==> src/core/sar_adc_cfg.svh <==
// Offsets, field positions, reset values and timing counts of the converter
`ifndef SAR_ADC_CFG_SVH
`define SAR_ADC_CFG_SVH

////////////////////////////////////////////////////////////////////////////
// Register indices; the byte address is four times the index
`define IDX_CONTROL_1   6'h34
`define IDX_CONTROL_2   6'h35
`define IDX_RESULT_LOW  6'h36
`define IDX_RESULT_HIGH 6'h37
`define CTRL_RESET      8'h00

////////////////////////////////////////////////////////////////////////////
// Field positions
`define C1_START        7
`define C1_MODE_HI      6
`define C1_MODE_LO      5
`define C1_GATE         4
`define C1_CHAN_HI      3
`define C2_DONE         7
`define C2_BUSY         6
`define C2_TSEL_HI      2

////////////////////////////////////////////////////////////////////////////
// Mode and channel codes
`define MODE_OFF        2'h0
`define MODE_SINGLE     2'h1
`define MODE_REPEAT     2'h3
`define CHAN_LAST       4'h7

////////////////////////////////////////////////////////////////////////////
// Timing: conversion times in fcgck cycles, fcgck derived from CLK_SYS
`define CLK_HZ          125000000
`define FCGCK_HZ        2500000
`define TCONV_0         9'h027
`define TCONV_1         9'h04E
`define TCONV_2         9'h09C
`define TCONV_3         9'h138
`define RES_BITS        10
`define BIT_CYC         16'h0008
`define TRIAL_CYC       16'h0050
`define SAR_MSB         10'h200

////////////////////////////////////////////////////////////////////////////
// Bus answers
`define RESP_OKAY       2'h0
`define RESP_SLVERR     2'h2

`endif

==> src/core/sar_adc_pkg.sv <==
// Types shared by the converter sequencer and its approximation register
package sar_adc_pkg;

  typedef enum logic [1:0] {
    ST_IDLE,
    ST_SAMPLE,
    ST_TRIAL,
    ST_STORE
  } conv_state_t;

  typedef struct packed {
    logic [9:0] code;
    logic [9:0] mask;
  } sar_state_t;

  typedef struct packed {
    // Software-visible control and status
    logic        start;
    logic [1:0]  mode;
    logic        gate;
    logic [3:0]  chan;
    logic [2:0]  tsel;
    logic        done;
    logic        busy;
    logic        lock;
    logic [9:0]  res;
    // Sequencer
    conv_state_t state;
    logic [15:0] cnt;
    logic [3:0]  bitn;
    // Comparator synchroniser
    logic        cs1;
    logic        cs2;
    logic        cs3;
    logic        cmp;
    // Analog side outputs
    logic        hold;
    logic        ref_en;
    logic [2:0]  chan_out;
    logic [7:0]  an_en;
    logic        irq;
    // Bus slave
    logic        aw_held;
    logic [5:0]  awidx;
    logic        w_held;
    logic [7:0]  wdata;
    logic        wlane;
    logic        awrdy;
    logic        wrdy;
    logic        bvalid;
    logic [1:0]  bresp;
    logic        arrdy;
    logic        rvalid;
    logic [7:0]  rdata;
    logic [1:0]  rresp;
  } seq_state_t;

endpackage

==> src/core/sar_register.sv <==
// Ten-bit successive approximation register driving the DA converter code
`timescale 1ns/1ps
`include "sar_adc_cfg.svh"

module sar_register (
  input  wire logic                  clk,
  input  wire logic                  rst_n,
  input  wire logic                  load,
  input  wire logic                  decide,
  input  wire logic                  comp,
  output logic [`RES_BITS-1:0]       code
);

  sar_adc_pkg::sar_state_t q;
  sar_adc_pkg::sar_state_t d;

  always_comb begin
    logic [9:0] c;
    c = q.code;
    d = q;
    if (load) begin
      d.code = `SAR_MSB;
      d.mask = `SAR_MSB;
    end else if (decide) begin
      // Comparator low: input below trial level, drop the bit
      if (!comp) begin
        c = c & ~q.mask;
      end
      c = c | (q.mask >> 1);
      d.code = c;
      d.mask = q.mask >> 1;
    end
  end

  always_ff @(posedge clk) begin
    if (!rst_n) begin
      q <= '0;
    end else begin
      q <= d;
    end
  end

  assign code = q.code;

endmodule // sar_register

==> src/core/sar_adc_control_sequencer.sv <==
// Control registers and conversion sequencer of the 10-bit SAR converter
//
// How it works
// RQ1 - Ten-bit result by successive approximation
// RQ2 - Start bit begins conversion, self-clears
// RQ3 - Mode: 00 off, 01 single, 11 repeat
// RQ4 - Gate bit 0 disables all analog inputs
// RQ5 - Channel codes 0-7 select inputs; rest reserved
// RQ6 - Software leaves settings alone while busy
// RQ7 - Low power clears start, mode, gate
// RQ8 - Done flag bit 7 marks ended conversion
// RQ9 - Busy flag bit 6 while converting
// RQ10 - Time select picks 39/78/156/312 fcgck cycles
// RQ11 - Software changes time select only when idle
// RQ12 - Software writes zero to bit 3
// RQ13 - Bits 3 to 5 read zero
// RQ14 - Low power clears done and busy
// RQ15 - High result read or restart clears done
// RQ16 - Start and store latencies within limits
// RQ17 - Software keeps conversion time in range
// RQ18 - Reference current off when not converting
// RQ19 - Completion stores result, sets done, interrupts
// RQ20 - Repeat mode restarts after each completion
// RQ21 - Split result read blocks new result
// RQ22 - Mode 00 stops and clears everything; the code keeps gate, channel and time select
// RQ23 - Counter times conversion; busy until done
`timescale 1ns/1ps
`include "sar_adc_cfg.svh"

module sar_adc_control_sequencer #(
  parameter int FCGCK_DIV = `CLK_HZ / `FCGCK_HZ
) (
  input  wire logic        CLK_SYS,
  input  wire logic        RST_N,
  input  wire logic [7:0]  AWADDR,
  input  wire logic        AWVALID,
  output logic             AWREADY,
  input  wire logic [31:0] WDATA,
  input  wire logic [3:0]  WSTRB,
  input  wire logic        WVALID,
  output logic             WREADY,
  output logic [1:0]       BRESP,
  output logic             BVALID,
  input  wire logic        BREADY,
  input  wire logic [7:0]  ARADDR,
  input  wire logic        ARVALID,
  output logic             ARREADY,
  output logic [31:0]      RDATA,
  output logic [1:0]       RRESP,
  output logic             RVALID,
  input  wire logic        RREADY,
  input  wire logic        LOW_POWER_ENTRY,
  input  wire logic        COMP_IN,
  output logic             SAMPLE_HOLD,
  output logic             REF_CURRENT_EN,
  output logic [2:0]       CHANNEL_SEL,
  output logic [7:0]       ANALOG_EN,
  output logic [9:0]       DAC_CODE,
  output logic             DONE_IRQ
);

  sar_adc_pkg::seq_state_t q;
  sar_adc_pkg::seq_state_t d;

  logic [8:0]  tconv;
  logic [15:0] conv_len;
  logic [15:0] sample_len;
  logic        go;
  logic        again;
  logic        sar_load;
  logic        sar_decide;
  logic [9:0]  sar_code;
  logic [7:0]  rd_word;
  logic        rd_err;

  ////////////////////////////////////////////////////////////////////////////
  // Conversion length in CLK_SYS cycles

  always_comb begin
    case (q.tsel)
      3'h0:    tconv = `TCONV_0; // RQ10
      3'h1:    tconv = `TCONV_1; // RQ10
      3'h2:    tconv = `TCONV_2; // RQ10
      3'h3:    tconv = `TCONV_3; // RQ10
      // Reserved codes fall back to the longest time
      default: tconv = `TCONV_3;
    endcase
  end

  assign conv_len   = 16'(32'(tconv) * FCGCK_DIV);

  // Sampling takes what the ten bit trials leave over; a divider too
  // small for the trials clamps it rather than wrap the counter
  always_comb begin
    if (conv_len > `TRIAL_CYC) begin
      sample_len = conv_len - `TRIAL_CYC - 16'h0001;
    end else begin
      sample_len = 16'h0000;
    end
  end

  ////////////////////////////////////////////////////////////////////////////
  // Sequencer controls

  assign go = (q.state == sar_adc_pkg::ST_IDLE) && q.start &&
              ((q.mode == `MODE_SINGLE) || (q.mode == `MODE_REPEAT));
  assign again = (q.state == sar_adc_pkg::ST_STORE) &&
                 (q.mode == `MODE_REPEAT);
  assign sar_load   = go || again;
  assign sar_decide = (q.state == sar_adc_pkg::ST_TRIAL) &&
                      (q.cnt == 16'h0000);

  ////////////////////////////////////////////////////////////////////////////
  // Approximation register

  sar_register u_sar (
    .clk    (CLK_SYS),
    .rst_n  (RST_N),
    .load   (sar_load),
    .decide (sar_decide),
    .comp   (q.cmp),
    .code   (sar_code)
  );

  ////////////////////////////////////////////////////////////////////////////
  // Read data for the address on offer

  always_comb begin
    rd_word = 8'h00;
    rd_err  = 1'b0;
    case (ARADDR[7:2])
      `IDX_CONTROL_1: begin
        rd_word = {q.start, q.mode, q.gate, q.chan};
      end
      `IDX_CONTROL_2: begin
        rd_word = {q.done, q.busy, 3'h0, q.tsel}; // RQ8 RQ9 RQ13
      end
      `IDX_RESULT_LOW: begin
        rd_word = q.res[7:0];
      end
      `IDX_RESULT_HIGH: begin
        rd_word = {6'h00, q.res[9:8]};
      end
      default: begin
        rd_err = 1'b1;
      end
    endcase
  end

  ////////////////////////////////////////////////////////////////////////////
  // Next state

  always_comb begin
    d = q;
    d.irq = 1'b0;

    // Comparator sync: a change counts once stages two and three agree
    d.cs1 = COMP_IN;
    d.cs2 = q.cs1;
    d.cs3 = q.cs2;
    if (q.cs2 == q.cs3) begin
      d.cmp = q.cs3;
    end

    // Write address and data taken in either order
    if (AWVALID && q.awrdy) begin
      d.aw_held = 1'b1;
      d.awidx   = AWADDR[7:2];
    end
    if (WVALID && q.wrdy) begin
      d.w_held = 1'b1;
      d.wdata  = WDATA[7:0];
      d.wlane  = WSTRB[0];
    end
    if (q.bvalid && BREADY) begin
      d.bvalid = 1'b0;
    end

    if (q.aw_held && q.w_held && !q.bvalid) begin
      d.aw_held = 1'b0;
      d.w_held  = 1'b0;
      d.bvalid  = 1'b1;
      d.bresp   = `RESP_OKAY;
      case (q.awidx)
        `IDX_CONTROL_1: begin
          if (q.wlane) begin
            // Writing zero to the start bit leaves a pending start
            if (q.wdata[`C1_START]) begin
              d.start = 1'b1; // RQ2
            end
            d.mode = q.wdata[`C1_MODE_HI:`C1_MODE_LO]; // RQ3
            d.gate = q.wdata[`C1_GATE];
            d.chan = q.wdata[`C1_CHAN_HI:0];
          end
        end
        `IDX_CONTROL_2: begin
          // Only the time select is stored; bit 3 is dropped
          if (q.wlane) begin
            d.tsel = q.wdata[`C2_TSEL_HI:0]; // RQ12
          end
        end
        `IDX_RESULT_LOW, `IDX_RESULT_HIGH: begin
        end
        default: d.bresp = `RESP_SLVERR;
      endcase
    end

    // Reads, with their side effects on the result handshake
    if (q.rvalid && RREADY) begin
      d.rvalid = 1'b0;
    end
    if (ARVALID && q.arrdy) begin
      d.rvalid = 1'b1;
      d.rdata  = rd_word;
      d.rresp  = rd_err ? `RESP_SLVERR : `RESP_OKAY;
      if (ARADDR[7:2] == `IDX_RESULT_LOW) begin
        d.lock = 1'b1; // RQ21
      end
      if (ARADDR[7:2] == `IDX_RESULT_HIGH) begin
        d.lock = 1'b0; // RQ21
        d.done = 1'b0; // RQ15
      end
    end

    // Conversion sequencer
    case (q.state)
      sar_adc_pkg::ST_IDLE: begin
        if (go) begin
          d.start  = 1'b0; // RQ2
          d.done   = 1'b0; // RQ15
          d.busy   = 1'b1; // RQ9 RQ23
          d.hold   = 1'b1;
          d.ref_en = 1'b1; // RQ18
          d.cnt    = sample_len; // RQ16
          d.state  = sar_adc_pkg::ST_SAMPLE;
        end else if (q.start && (q.mode != `MODE_SINGLE) &&
                     (q.mode != `MODE_REPEAT)) begin
          // Start in a reserved mode is dropped
          d.start = 1'b0;
        end
      end
      sar_adc_pkg::ST_SAMPLE: begin
        if (q.cnt == 16'h0000) begin
          d.hold  = 1'b0;
          d.cnt   = `BIT_CYC - 16'h0001;
          d.bitn  = 4'(`RES_BITS - 1);
          d.state = sar_adc_pkg::ST_TRIAL;
        end else begin
          d.cnt = q.cnt - 16'h0001; // RQ23
        end
      end
      sar_adc_pkg::ST_TRIAL: begin
        if (q.cnt != 16'h0000) begin
          d.cnt = q.cnt - 16'h0001; // RQ23
        end else if (q.bitn == 4'h0) begin
          d.state = sar_adc_pkg::ST_STORE; // RQ1
        end else begin
          d.bitn = q.bitn - 4'h1; // RQ1
          d.cnt  = `BIT_CYC - 16'h0001;
        end
      end
      sar_adc_pkg::ST_STORE: begin
        // A split result read keeps the old value and stays silent;
        // a low read in this very cycle counts as one, else halves tear
        if (!d.lock) begin // RQ21
          d.res  = sar_code; // RQ19
          d.done = 1'b1; // RQ19
          d.irq  = 1'b1; // RQ19
        end
        if (again) begin
          d.hold  = 1'b1; // RQ20
          d.cnt   = sample_len;
          d.state = sar_adc_pkg::ST_SAMPLE;
        end else begin
          d.busy   = 1'b0; // RQ9 RQ23
          d.ref_en = 1'b0; // RQ18
          d.state  = sar_adc_pkg::ST_IDLE;
        end
      end
      default: d.state = sar_adc_pkg::ST_IDLE;
    endcase

    // Entry to a low-power mode drops the setup
    if (LOW_POWER_ENTRY) begin
      d.start = 1'b0; // RQ7
      d.mode  = `MODE_OFF; // RQ7
      d.gate  = 1'b0; // RQ7
      d.done  = 1'b0; // RQ14
      d.busy  = 1'b0; // RQ14
    end

    // Mode off stops at once, storing nothing
    if (d.mode == `MODE_OFF) begin
      d.state  = sar_adc_pkg::ST_IDLE; // RQ3 RQ22
      d.start  = 1'b0;
      d.done   = 1'b0; // RQ22
      d.busy   = 1'b0; // RQ22
      d.res    = 10'h000; // RQ22
      d.lock   = 1'b0;
      d.irq    = 1'b0;
      d.hold   = 1'b0;
      d.ref_en = 1'b0; // RQ18
    end

    // Analog input routing follows the next control values
    d.chan_out = d.chan[2:0];
    d.an_en    = 8'h00;
    if (d.gate && (d.chan <= `CHAN_LAST)) begin // RQ4 RQ5
      d.an_en = 8'h01 << d.chan[2:0]; // RQ5
    end

    // One request of each kind in flight; ready drops while one is held
    d.awrdy = !d.aw_held;
    d.wrdy  = !d.w_held;
    d.arrdy = !d.rvalid;
  end

  ////////////////////////////////////////////////////////////////////////////
  // State register

  always_ff @(posedge CLK_SYS) begin
    if (!RST_N) begin
      q       <= '0;
      q.state <= sar_adc_pkg::ST_IDLE;
    end else begin
      q <= d;
    end
  end

  ////////////////////////////////////////////////////////////////////////////
  // Outputs

  assign AWREADY        = q.awrdy;
  assign WREADY         = q.wrdy;
  assign BVALID         = q.bvalid;
  assign BRESP          = q.bresp;
  assign ARREADY        = q.arrdy;
  assign RVALID         = q.rvalid;
  assign RRESP          = q.rresp;
  assign RDATA          = {24'h000000, q.rdata};
  assign SAMPLE_HOLD    = q.hold;
  assign REF_CURRENT_EN = q.ref_en;
  assign CHANNEL_SEL    = q.chan_out;
  assign ANALOG_EN      = q.an_en;
  assign DAC_CODE       = sar_code;
  assign DONE_IRQ       = q.irq;

endmodule // sar_adc_control_sequencer

==> config.mk <==
export PLATFORM = sky130hd
export DESIGN_NAME = sar_adc_control_sequencer
export DESIGN_NICKNAME = d
export VERILOG_FILES = /design/src/core/sar_adc_pkg.sv /design/src/core/sar_register.sv /design/src/core/sar_adc_control_sequencer.sv
export VERILOG_INCLUDE_DIRS = /design/src /design/src/core
export SDC_FILE = /design/constraint.sdc
export NUM_CORES = 1
export LEC_CHECK = 0
export ABC_CLOCK_PERIOD_IN_PS = 4500
export CORE_MARGIN = 4
export CORE_UTILIZATION = 65
export CTS_BUF_LIST = sky130_fd_sc_hd__clkbuf_4 sky130_fd_sc_hd__clkbuf_8
export CTS_CLUSTER_SIZE = 40
export DETAILED_ROUTE_END_ITERATION = 12
export DONT_BUFFER_PORTS = 1
export PLACE_DENSITY_LB_ADDON = 0.12
export REMOVE_ABC_BUFFERS = 1
export SLEW_MARGIN = 20
export SYNTH_ARGS = -nofsm -noshare
export SYNTH_HDL_FRONTEND = slang
export SYNTH_SLANG_ARGS = --single-unit
export TNS_END_PERCENT = 1
==> constraint.sdc <==
create_clock -name CLK_SYS -period 4.5 [get_ports CLK_SYS]
set_input_delay 0.9 -clock CLK_SYS [delete_from_list [all_inputs] [get_ports CLK_SYS]]
set_output_delay 0.9 -clock CLK_SYS [all_outputs]
set_load 0.01 [all_outputs]
# Word level (Yosys, flattened, before mapping)
# Index checks and enable logic that the tools add are counted.
# Widths: inputs -> output; s select.
[totals]
register_bits = 118
latchBits = 0
ram_bits = 0
romBits = 0
in_bits = 61
out_inout_bits = 65
wordCells = 179
mem_count = 0
[classes]
n_addsub = 4
n_mul = 1
div = 0
order_cmp = 2
eq_ne = 26
shifts = 1
mux = 56
bitwise = 6
n_reduce_logical = 45
[ops]
columns = ["op", "count"]
rows = [
  ["$pmux 18 s4", 1],
  ["$mux 16", 4],
  ["$mux 20", 3],
  ["$eq 6x6->1 const B", 8],
  ["$mux 10", 4],
  ["$pmux 8 s4", 1],
  ["$sub 16x1->16 const B", 2],
  ["$pmux 9 s3", 1],
  ["$mux 11", 2],
  ["$mux 1", 19],
  ["$mux 18", 1],
  ["$logic_not 16->1", 1],
  ["$mux 8", 2],
  ["$reduce_bool 16->1", 1],
  ["$sub 15x7->16 const B", 1],
  ["$gt 15x7->1 const B", 1],
  ["$logic_and 1x1->1", 14],
  ["$mul 9x5->14 const B", 1],
  ["$mux 2", 7],
  ["$ne 2x2->1 const B", 7],
  ["$mux 3", 4],
  ["$reduce_and 4->1", 3],
  ["$and 10x10->10", 1],
  ["$not 10->10", 1],
  ["other kinds (30)", 51],
]

# Depth between registers and ports, before layout
[depth]
depth_word = 8
depth_mapped = 17
ltp_nobuf = 15

# Modules after synthesis
# From an unflattened synthesis, not the netlist that was laid out.
[hier_totals]
hier_cells = 731
hier_area_um2 = 6387.4
[by_module_without_submodules]
columns = ["module", "instances", "cells_each", "area_per_inst_um2", "seq_area_each_um2"]
rows = [
  ["sar_adc_control_sequencer", 1, 643, 5454.0, 1861.8],
  ["sar_register", 1, 88, 933.4, 400.4],
]

# Worst setup path after synthesis
# No wires, ideal clock.
[synth_timing]
kind = "reg2reg"
startpoint = "reg q[87] in the netlist's numbering"
endpoint = "reg q[69] in the netlist's numbering"
setup_time_ps = 79
arrival_ps = 3962
t_required_ps = 4421
path_slack_ps = 459
path_stages_with_launch = 17
n_path_buf = 3
synth_period_minus_slack_ps = 4041
cell_sequence = "dfxtp_1 -> clkbuf_1 -> or3_1 -> clkbuf_1 -> ha_1 -> clkbuf_1 -> nor4b_1 -> ha_1 -> ha_1 -> ha_1 -> ha_1 -> a21o_1 -> a21oi_1 -> o31ai_1 -> xnor2_1 -> or3_1 -> o211ai_1"
[synth_via]
elab_chain_cells = 8
word_cells_on_any_way = 12
classes_between = "add/sub: 2; mul: 1; order compare: 1; eq/ne: 2; mux: 5; reduce/logical: 1"
[synth_lines]
columns = ["item", "line", "text"]
rows = [
  ["start, declared", "sar_adc_control_sequencer.sv:62", "sar_adc_pkg::seq_state_t q;"],
  ["$eq 3x2->1 (tied with other cells)", "sar_adc_control_sequencer.sv:80", "case (q.tsel)"],
  ["$pmux 9 s3 *", "sar_adc_control_sequencer.sv:80", ""],
  ["$mul 9x5->14 *", "sar_adc_control_sequencer.sv:90", "assign conv_len = 16'(32'(tconv) * FCGCK_DIV);"],
  ["$sub 15x7->16 (no source line)", "-", ""],
  ["$sub 16x1->16", "sar_adc_control_sequencer.sv:96", "sample_len = conv_len - `TRIAL_CYC - 16'h0001;"],
  ["$mux 16 *", "sar_adc_control_sequencer.sv:95", "if (conv_len > `TRIAL_CYC) begin"],
  ["$mux 16 or $mux 18 (tied branches)", "sar_adc_control_sequencer.sv:270, sar_adc_control_sequencer.sv:228", ""],
  ["$pmux 18 s4 *", "sar_adc_control_sequencer.sv:226", "case (q.state)"],
]
# Mark *: on every way between the ends. The rest lies on a longest branch, timed or not. The select of a mux whose other input is x is not followed.
# A chain may end at the register's enable or synchronous reset.

# Worst setup path after layout
[layout_timing]
startpoint = "reg q[88] in the netlist's numbering"
endpoint = "reg q[69] in the netlist's numbering"
# The elaborated chain is that of the path after synthesis.

==> impl_metrics.prom <==
# TYPE chip_impl_metric gauge
chip_impl_info{name="hold-path-endpoint",value="d[49]$_SDFF_PN0_"} 1
chip_impl_metric{name="timing.reg2reg.worst_path_depth",unit=""} 16
chip_impl_metric{name="max-vdd-ir-drop",unit="mV"} 0.2512
chip_impl_metric{name="worst_pin_slew",unit="ps"} 692.5
chip_impl_info{name="grt_setup_unrepaired",value="false"} 1
chip_impl_metric{name="number_of_flip_flops_and_latches_in_the_synthesized_netlist",unit=""} 113
chip_impl_info{name="cp_top_family",value="adder cells"} 1
chip_impl_metric{name="areaGrowthSynthToFinish",unit="%"} 2.271
chip_impl_metric{name="totalWireLength",unit="mm"} 12.85
chip_impl_metric{name="post_cts_buffers",unit=""} 0
chip_impl_metric{name="sequential_fraction_of_the_synthesis_area",unit="%"} 38.37
chip_impl_metric{name="multi_input_comb_area",unit="um^2"} 3075
chip_impl_metric{name="grt_util_met2",unit="%"} 40.90
chip_impl_metric{name="post_cts_resize_count",unit=""} 0
chip_impl_metric{name="synth_enable_flop_cells",unit=""} 0
chip_impl_info{name="cpMostUsedCell",value="sky130_fd_sc_hd__ha_1"} 1
chip_impl_metric{name="place_hpwl",unit="mm"} 9.140
chip_impl_metric{name="num_rows",unit=""} 34
chip_impl_metric{name="clkTransAtPathRegs",unit="ps"} 80
chip_impl_info{name="hold_path.startpoint",value="d[50]$_SDFF_PN0_"} 1
chip_impl_metric{name="ios",unit=""} 126
chip_impl_metric{name="timing.reg2reg.setup_slack",unit="ps"} 500
chip_impl_metric{name="die_width",unit="um"} 103.2
chip_impl_metric{name="cap_violations",unit=""} 0
chip_impl_metric{name="first_pass_iters",unit=""} 5
chip_impl_metric{name="path_max_fanout",unit=""} 9
chip_impl_info{name="root_buffer",value="sky130_fd_sc_hd__clkbuf_8"} 1
chip_impl_metric{name="final.fill_count",unit=""} 729
chip_impl_info{name="cells_along_the_critical_path",value="xor2_1, and2_1, inv_1, ha_1, nor4b_1, buf_4, xnor2_1, ha_1, ha_1, fa_1, a21o_1, a21oi_1, o31ai_1, xnor2_1, or3_1, o211ai_1"} 1
chip_impl_info{name="synth_most_common_cell",value="sky130_fd_sc_hd__dfxtp_1"} 1
chip_impl_metric{name="die-height",unit="um"} 103.2
chip_impl_info{name="synthTopCellsByCount",value="sky130_fd_sc_hd__dfxtp_1 (113), sky130_fd_sc_hd__nand2_1 (96), sky130_fd_sc_hd__nor2_1 (89)"} 1
chip_impl_info{name="critPathKind",value="flip-flop to flip-flop"} 1
chip_impl_metric{name="core_area",unit="um^2"} 8763
chip_impl_metric{name="synthesis.area_per_instance",unit="um^2"} 8.292
chip_impl_metric{name="vias_in_the_first_global_route",unit=""} 4336
chip_impl_metric{name="finalHoldViolations",unit=""} 0
chip_impl_metric{name="fin_nets",unit=""} 759
chip_impl_info{name="worst_path_max_delay_cell",value="sky130_fd_sc_hd__dfxtp_1"} 1
chip_impl_metric{name="powerDensity",unit="nW/um^2"} 361.4
chip_impl_metric{name="asyncSetResetFlopFracSynth",unit="%"} 0
chip_impl_metric{name="port-buffer-count",unit=""} 0
chip_impl_metric{name="tritoncts.num_buffers",unit=""} 17
chip_impl_metric{name="layout_worst_path_cycle_share",unit="%"} 88.84
chip_impl_metric{name="met1_usage",unit="%"} 31.72
chip_impl_metric{name="postCtsHoldBufs",unit=""} 0
chip_impl_metric{name="numClockSinks",unit=""} 113
chip_impl_metric{name="cts_max_path_buffers",unit=""} 2
chip_impl_info{name="run_status",value="completed"} 1
chip_impl_metric{name="start_util",unit="%"} 67.28
chip_impl_metric{name="antenna_left",unit=""} 0
chip_impl_metric{name="maxClockFrequency",unit="MHz"} 250.1
chip_impl_info{name="synth.area.top_cells",value="sky130_fd_sc_hd__dfxtp_1 (38%), sky130_fd_sc_hd__buf_4 (7.5%), sky130_fd_sc_hd__nand2_1 (6.1%)"} 1
chip_impl_metric{name="vias",unit=""} 4678
chip_impl_metric{name="postLayoutSetupSlackWorst",unit="ps"} 502.3
chip_impl_metric{name="cp_data_required_time",unit="ps"} 4850
chip_impl_metric{name="globalplace.congestion",unit=""} 0.8410
chip_impl_metric{name="p_int",unit="mW"} 1.651
chip_impl_metric{name="unique_cell_type_count_in_the_yosys_netlist",unit=""} 70
chip_impl_info{name="grt_busiest_layer",value="met2"} 1
chip_impl_metric{name="netSwitchingPower",unit="mW"} 0.5282
chip_impl_metric{name="share_of_post_route_cells_with_drive_strength_above_1",unit="%"} 8.211
chip_impl_metric{name="clock_tree.htree_level_count",unit=""} 4
chip_impl_metric{name="fin_skew",unit="ps"} 16.68
chip_impl_info{name="worst_setup_path_end_kind",value="flip-flop"} 1
chip_impl_metric{name="pwr-share-seq",unit="%"} 47.1
chip_impl_metric{name="drc_errors",unit=""} 0
chip_impl_info{name="yosys.area.top_type",value="sky130_fd_sc_hd__dfxtp_1"} 1
chip_impl_metric{name="overflow",unit=""} 0
chip_impl_metric{name="floorplan.die_area",unit="um^2"} 10660
chip_impl_metric{name="detail_route.wl_per_cell",unit="um"} 16.27
chip_impl_metric{name="track_usage",unit="%"} 24.77
chip_impl_metric{name="synthesis.area",unit="um^2"} 5896
chip_impl_metric{name="relative_slew_slack",unit="%"} 53.66
chip_impl_metric{name="fraction_of_power_spent_switching_nets",unit="%"} 24.24
chip_impl_metric{name="antenna_cells",unit=""} 0
chip_impl_info{name="crit_path_start_kind",value="flip-flop"} 1
chip_impl_metric{name="grt.met3_usage",unit="%"} 5.969
chip_impl_metric{name="drt-vias-per-instance",unit=""} 5.922
chip_impl_metric{name="path_depth",unit=""} 16
chip_impl_metric{name="grt_first_pass_wirelength",unit="mm"} 20.73
chip_impl_metric{name="area.sequential",unit="um^2"} 2262
chip_impl_metric{name="yosysWarnings",unit=""} 0
chip_impl_metric{name="slowest_stage_delay_cp",unit="ps"} 510
chip_impl_info{name="reg2reg_to",value="q[69]$_SDFFE_PN0P_"} 1
chip_impl_metric{name="timing.final.max_slew_violations",unit=""} 0
chip_impl_info{name="r2r_start",value="q[88]$_SDFFE_PN0P_"} 1
chip_impl_metric{name="grt_max_degree",unit=""} 33
chip_impl_info{name="min_path_type",value="flip-flop to flip-flop"} 1
chip_impl_metric{name="min_period",unit="ps"} 3998
chip_impl_metric{name="preCtsSetupSlack",unit="ps"} 516.8
chip_impl_info{name="ys.flop_type",value="sky130_fd_sc_hd__dfxtp_1"} 1
chip_impl_metric{name="timing.setup.tns",unit="ps"} 0
chip_impl_metric{name="post_synth_inst_count",unit=""} 711
chip_impl_metric{name="setup_violations",unit=""} 0
chip_impl_metric{name="report.power.total",unit="mW"} 2.179
chip_impl_metric{name="worstPathBufferInverterCount",unit=""} 2
chip_impl_metric{name="power_leakage",unit="nW"} 2.359
chip_impl_metric{name="p_clk_share",unit="%"} 50.3
chip_impl_metric{name="worst_skew_pair.late_latency",unit="ps"} 430
chip_impl_metric{name="holdPathStages",unit=""} 1
chip_impl_metric{name="fraction_of_post_synthesis_cell_area_in_the_top_cell_type_by_area",unit="%"} 38.37
chip_impl_metric{name="share_of_total_power_in_combinational_logic",unit="%"} 2.6
chip_impl_metric{name="dr.first_iter.drc_count",unit=""} 242
chip_impl_metric{name="grt_antenna_before_repair",unit=""} 0
chip_impl_info{name="tritoncts",value="built"} 1
chip_impl_metric{name="crit_arrival",unit="ps"} 4350
==> power groups by stage <==
stage          clock network, mW  registers (mW)  logic, mW
6_report                    1.10            1.03     0.0570
3_5_place_dp                   0            1.05     0.0560
3_3_place_gp                   0            1.05     0.0547
5_1_grt                     1.15            1.03     0.0651
4_1_cts                     1.11            1.03     0.0564
2_1_floorplan                  0            1.05     0.0454
==> final cells by class <==
type	instances	share of cell area [%]
well taps	108	2.241
clock buffers	17	3.880
repair buffers	4	0.4980
clock inverters	15	3.673
inverters	19	1.183
flip-flops and latches	113	37.52
multi-input cells	514	51.01
==> metal layers <==
layer | vias up | part of all wire [%] | routed length [um]
li1 | 2293 | - | -
met1 | 2211 | 44 | 5605
met2 | 156 | 48 | 6219
met3 | 18 | 6.8 | 874
met4 | 0 | 1.2 | 153
met5 | - | 0 | 0
==> worst register-to-register path, stage by stage (launching register included) <==
cell                       delay [ps]
sky130_fd_sc_hd__dfxtp_1          510
sky130_fd_sc_hd__xor2_1           210
sky130_fd_sc_hd__and2_1           190
sky130_fd_sc_hd__inv_1             70
sky130_fd_sc_hd__ha_1             300
sky130_fd_sc_hd__nor4b_1          330
sky130_fd_sc_hd__buf_4            200
sky130_fd_sc_hd__xnor2_1          120
sky130_fd_sc_hd__ha_1             260
sky130_fd_sc_hd__ha_1             350
sky130_fd_sc_hd__fa_1             420
sky130_fd_sc_hd__a21o_1           190
sky130_fd_sc_hd__a21oi_1          140
sky130_fd_sc_hd__o31ai_1          100
sky130_fd_sc_hd__xnor2_1          130
sky130_fd_sc_hd__or3_1            330
sky130_fd_sc_hd__o211ai_1          90
==> through the flow <==
| stage | instance area, um^2 | utilization (%) | std cells | hold slack [ps] |
|---|---|---|---|---|
| 3_5_place_dp | 5574 | 63.61 | 758 | 430.4 |
| 3_3_place_gp | 5574 | 63.61 | 758 | 421.2 |
| 2_1_floorplan | 5403 | - | 646 | 411.8 |
| 6_report | 6030 | 68.80 | 790 | 447.3 |
| 5_1_grt | 6030 | 68.80 | 790 | 487.5 |
| 4_1_cts | 6030 | 68.80 | 790 | 448.5 |
==> sequential cells by signal (all words and copies together), names as in the netlist <==
signal,flops
ANALOG_EN,8
ARREADY,1
AWREADY,1
BRESP,1
BVALID,1
DONE_IRQ,1
RDATA,8
REF_CURRENT_EN,1
RRESP,1
RVALID,1
SAMPLE_HOLD,1
WREADY,1
d,2
q,65
u_sar.code,10
u_sar.q,10
==> logic make-up after synthesis <==
family | count (synthesis) | share of synthesized area (%)
xor gates and xnor gates | 12 | 1.783
adders and majority gates | 29 | 6.282
and+or+nand+nor | 269 | 21.41
muxes | 28 | 5.199
buffers and inverters | 111 | 11.29
other | 1 | 0.06361
AOI/OAI and AO/OA | 148 | 15.60
DFF | 113 | 38.37
==> worst max path at each step <==
stage,start,to
global route,q[88]$_SDFFE_PN0P_,q[69]$_SDFFE_PN0P_
global placement,q[87]$_SDFFE_PN0P_,q[69]$_SDFFE_PN0P_
CTS,q[87]$_SDFFE_PN0P_,q[69]$_SDFFE_PN0P_
floorplan,BVALID$_SDFFE_PN0P_,q[84]$_SDFF_PP0_
detailed placement,q[87]$_SDFFE_PN0P_,q[69]$_SDFFE_PN0P_
finish,q[88]$_SDFFE_PN0P_,q[69]$_SDFFE_PN0P_
==> cells in the final DEF, fill, tap and decap left out, types with 6 or more instances in the layout <==
cell                         n
sky130_fd_sc_hd__a21oi_1    65
sky130_fd_sc_hd__a22oi_1     8
sky130_fd_sc_hd__a31oi_1     8
sky130_fd_sc_hd__clkbuf_8   17
sky130_fd_sc_hd__conb_1     28
sky130_fd_sc_hd__dfxtp_1   113
sky130_fd_sc_hd__ha_1       28
sky130_fd_sc_hd__inv_1      18
sky130_fd_sc_hd__mux2i_1    25
sky130_fd_sc_hd__nand2_1    96
sky130_fd_sc_hd__nand2b_1    6
sky130_fd_sc_hd__nand3_1    11
sky130_fd_sc_hd__nor2_1     89
sky130_fd_sc_hd__nor3_1     14
sky130_fd_sc_hd__nor3b_1     6
sky130_fd_sc_hd__nor4_1      6
sky130_fd_sc_hd__o21ai_0    28
sky130_fd_sc_hd__xnor2_1     6
sky130_fd_sc_hd__xor2_1      6
Power figures use the tool's default switching activity.
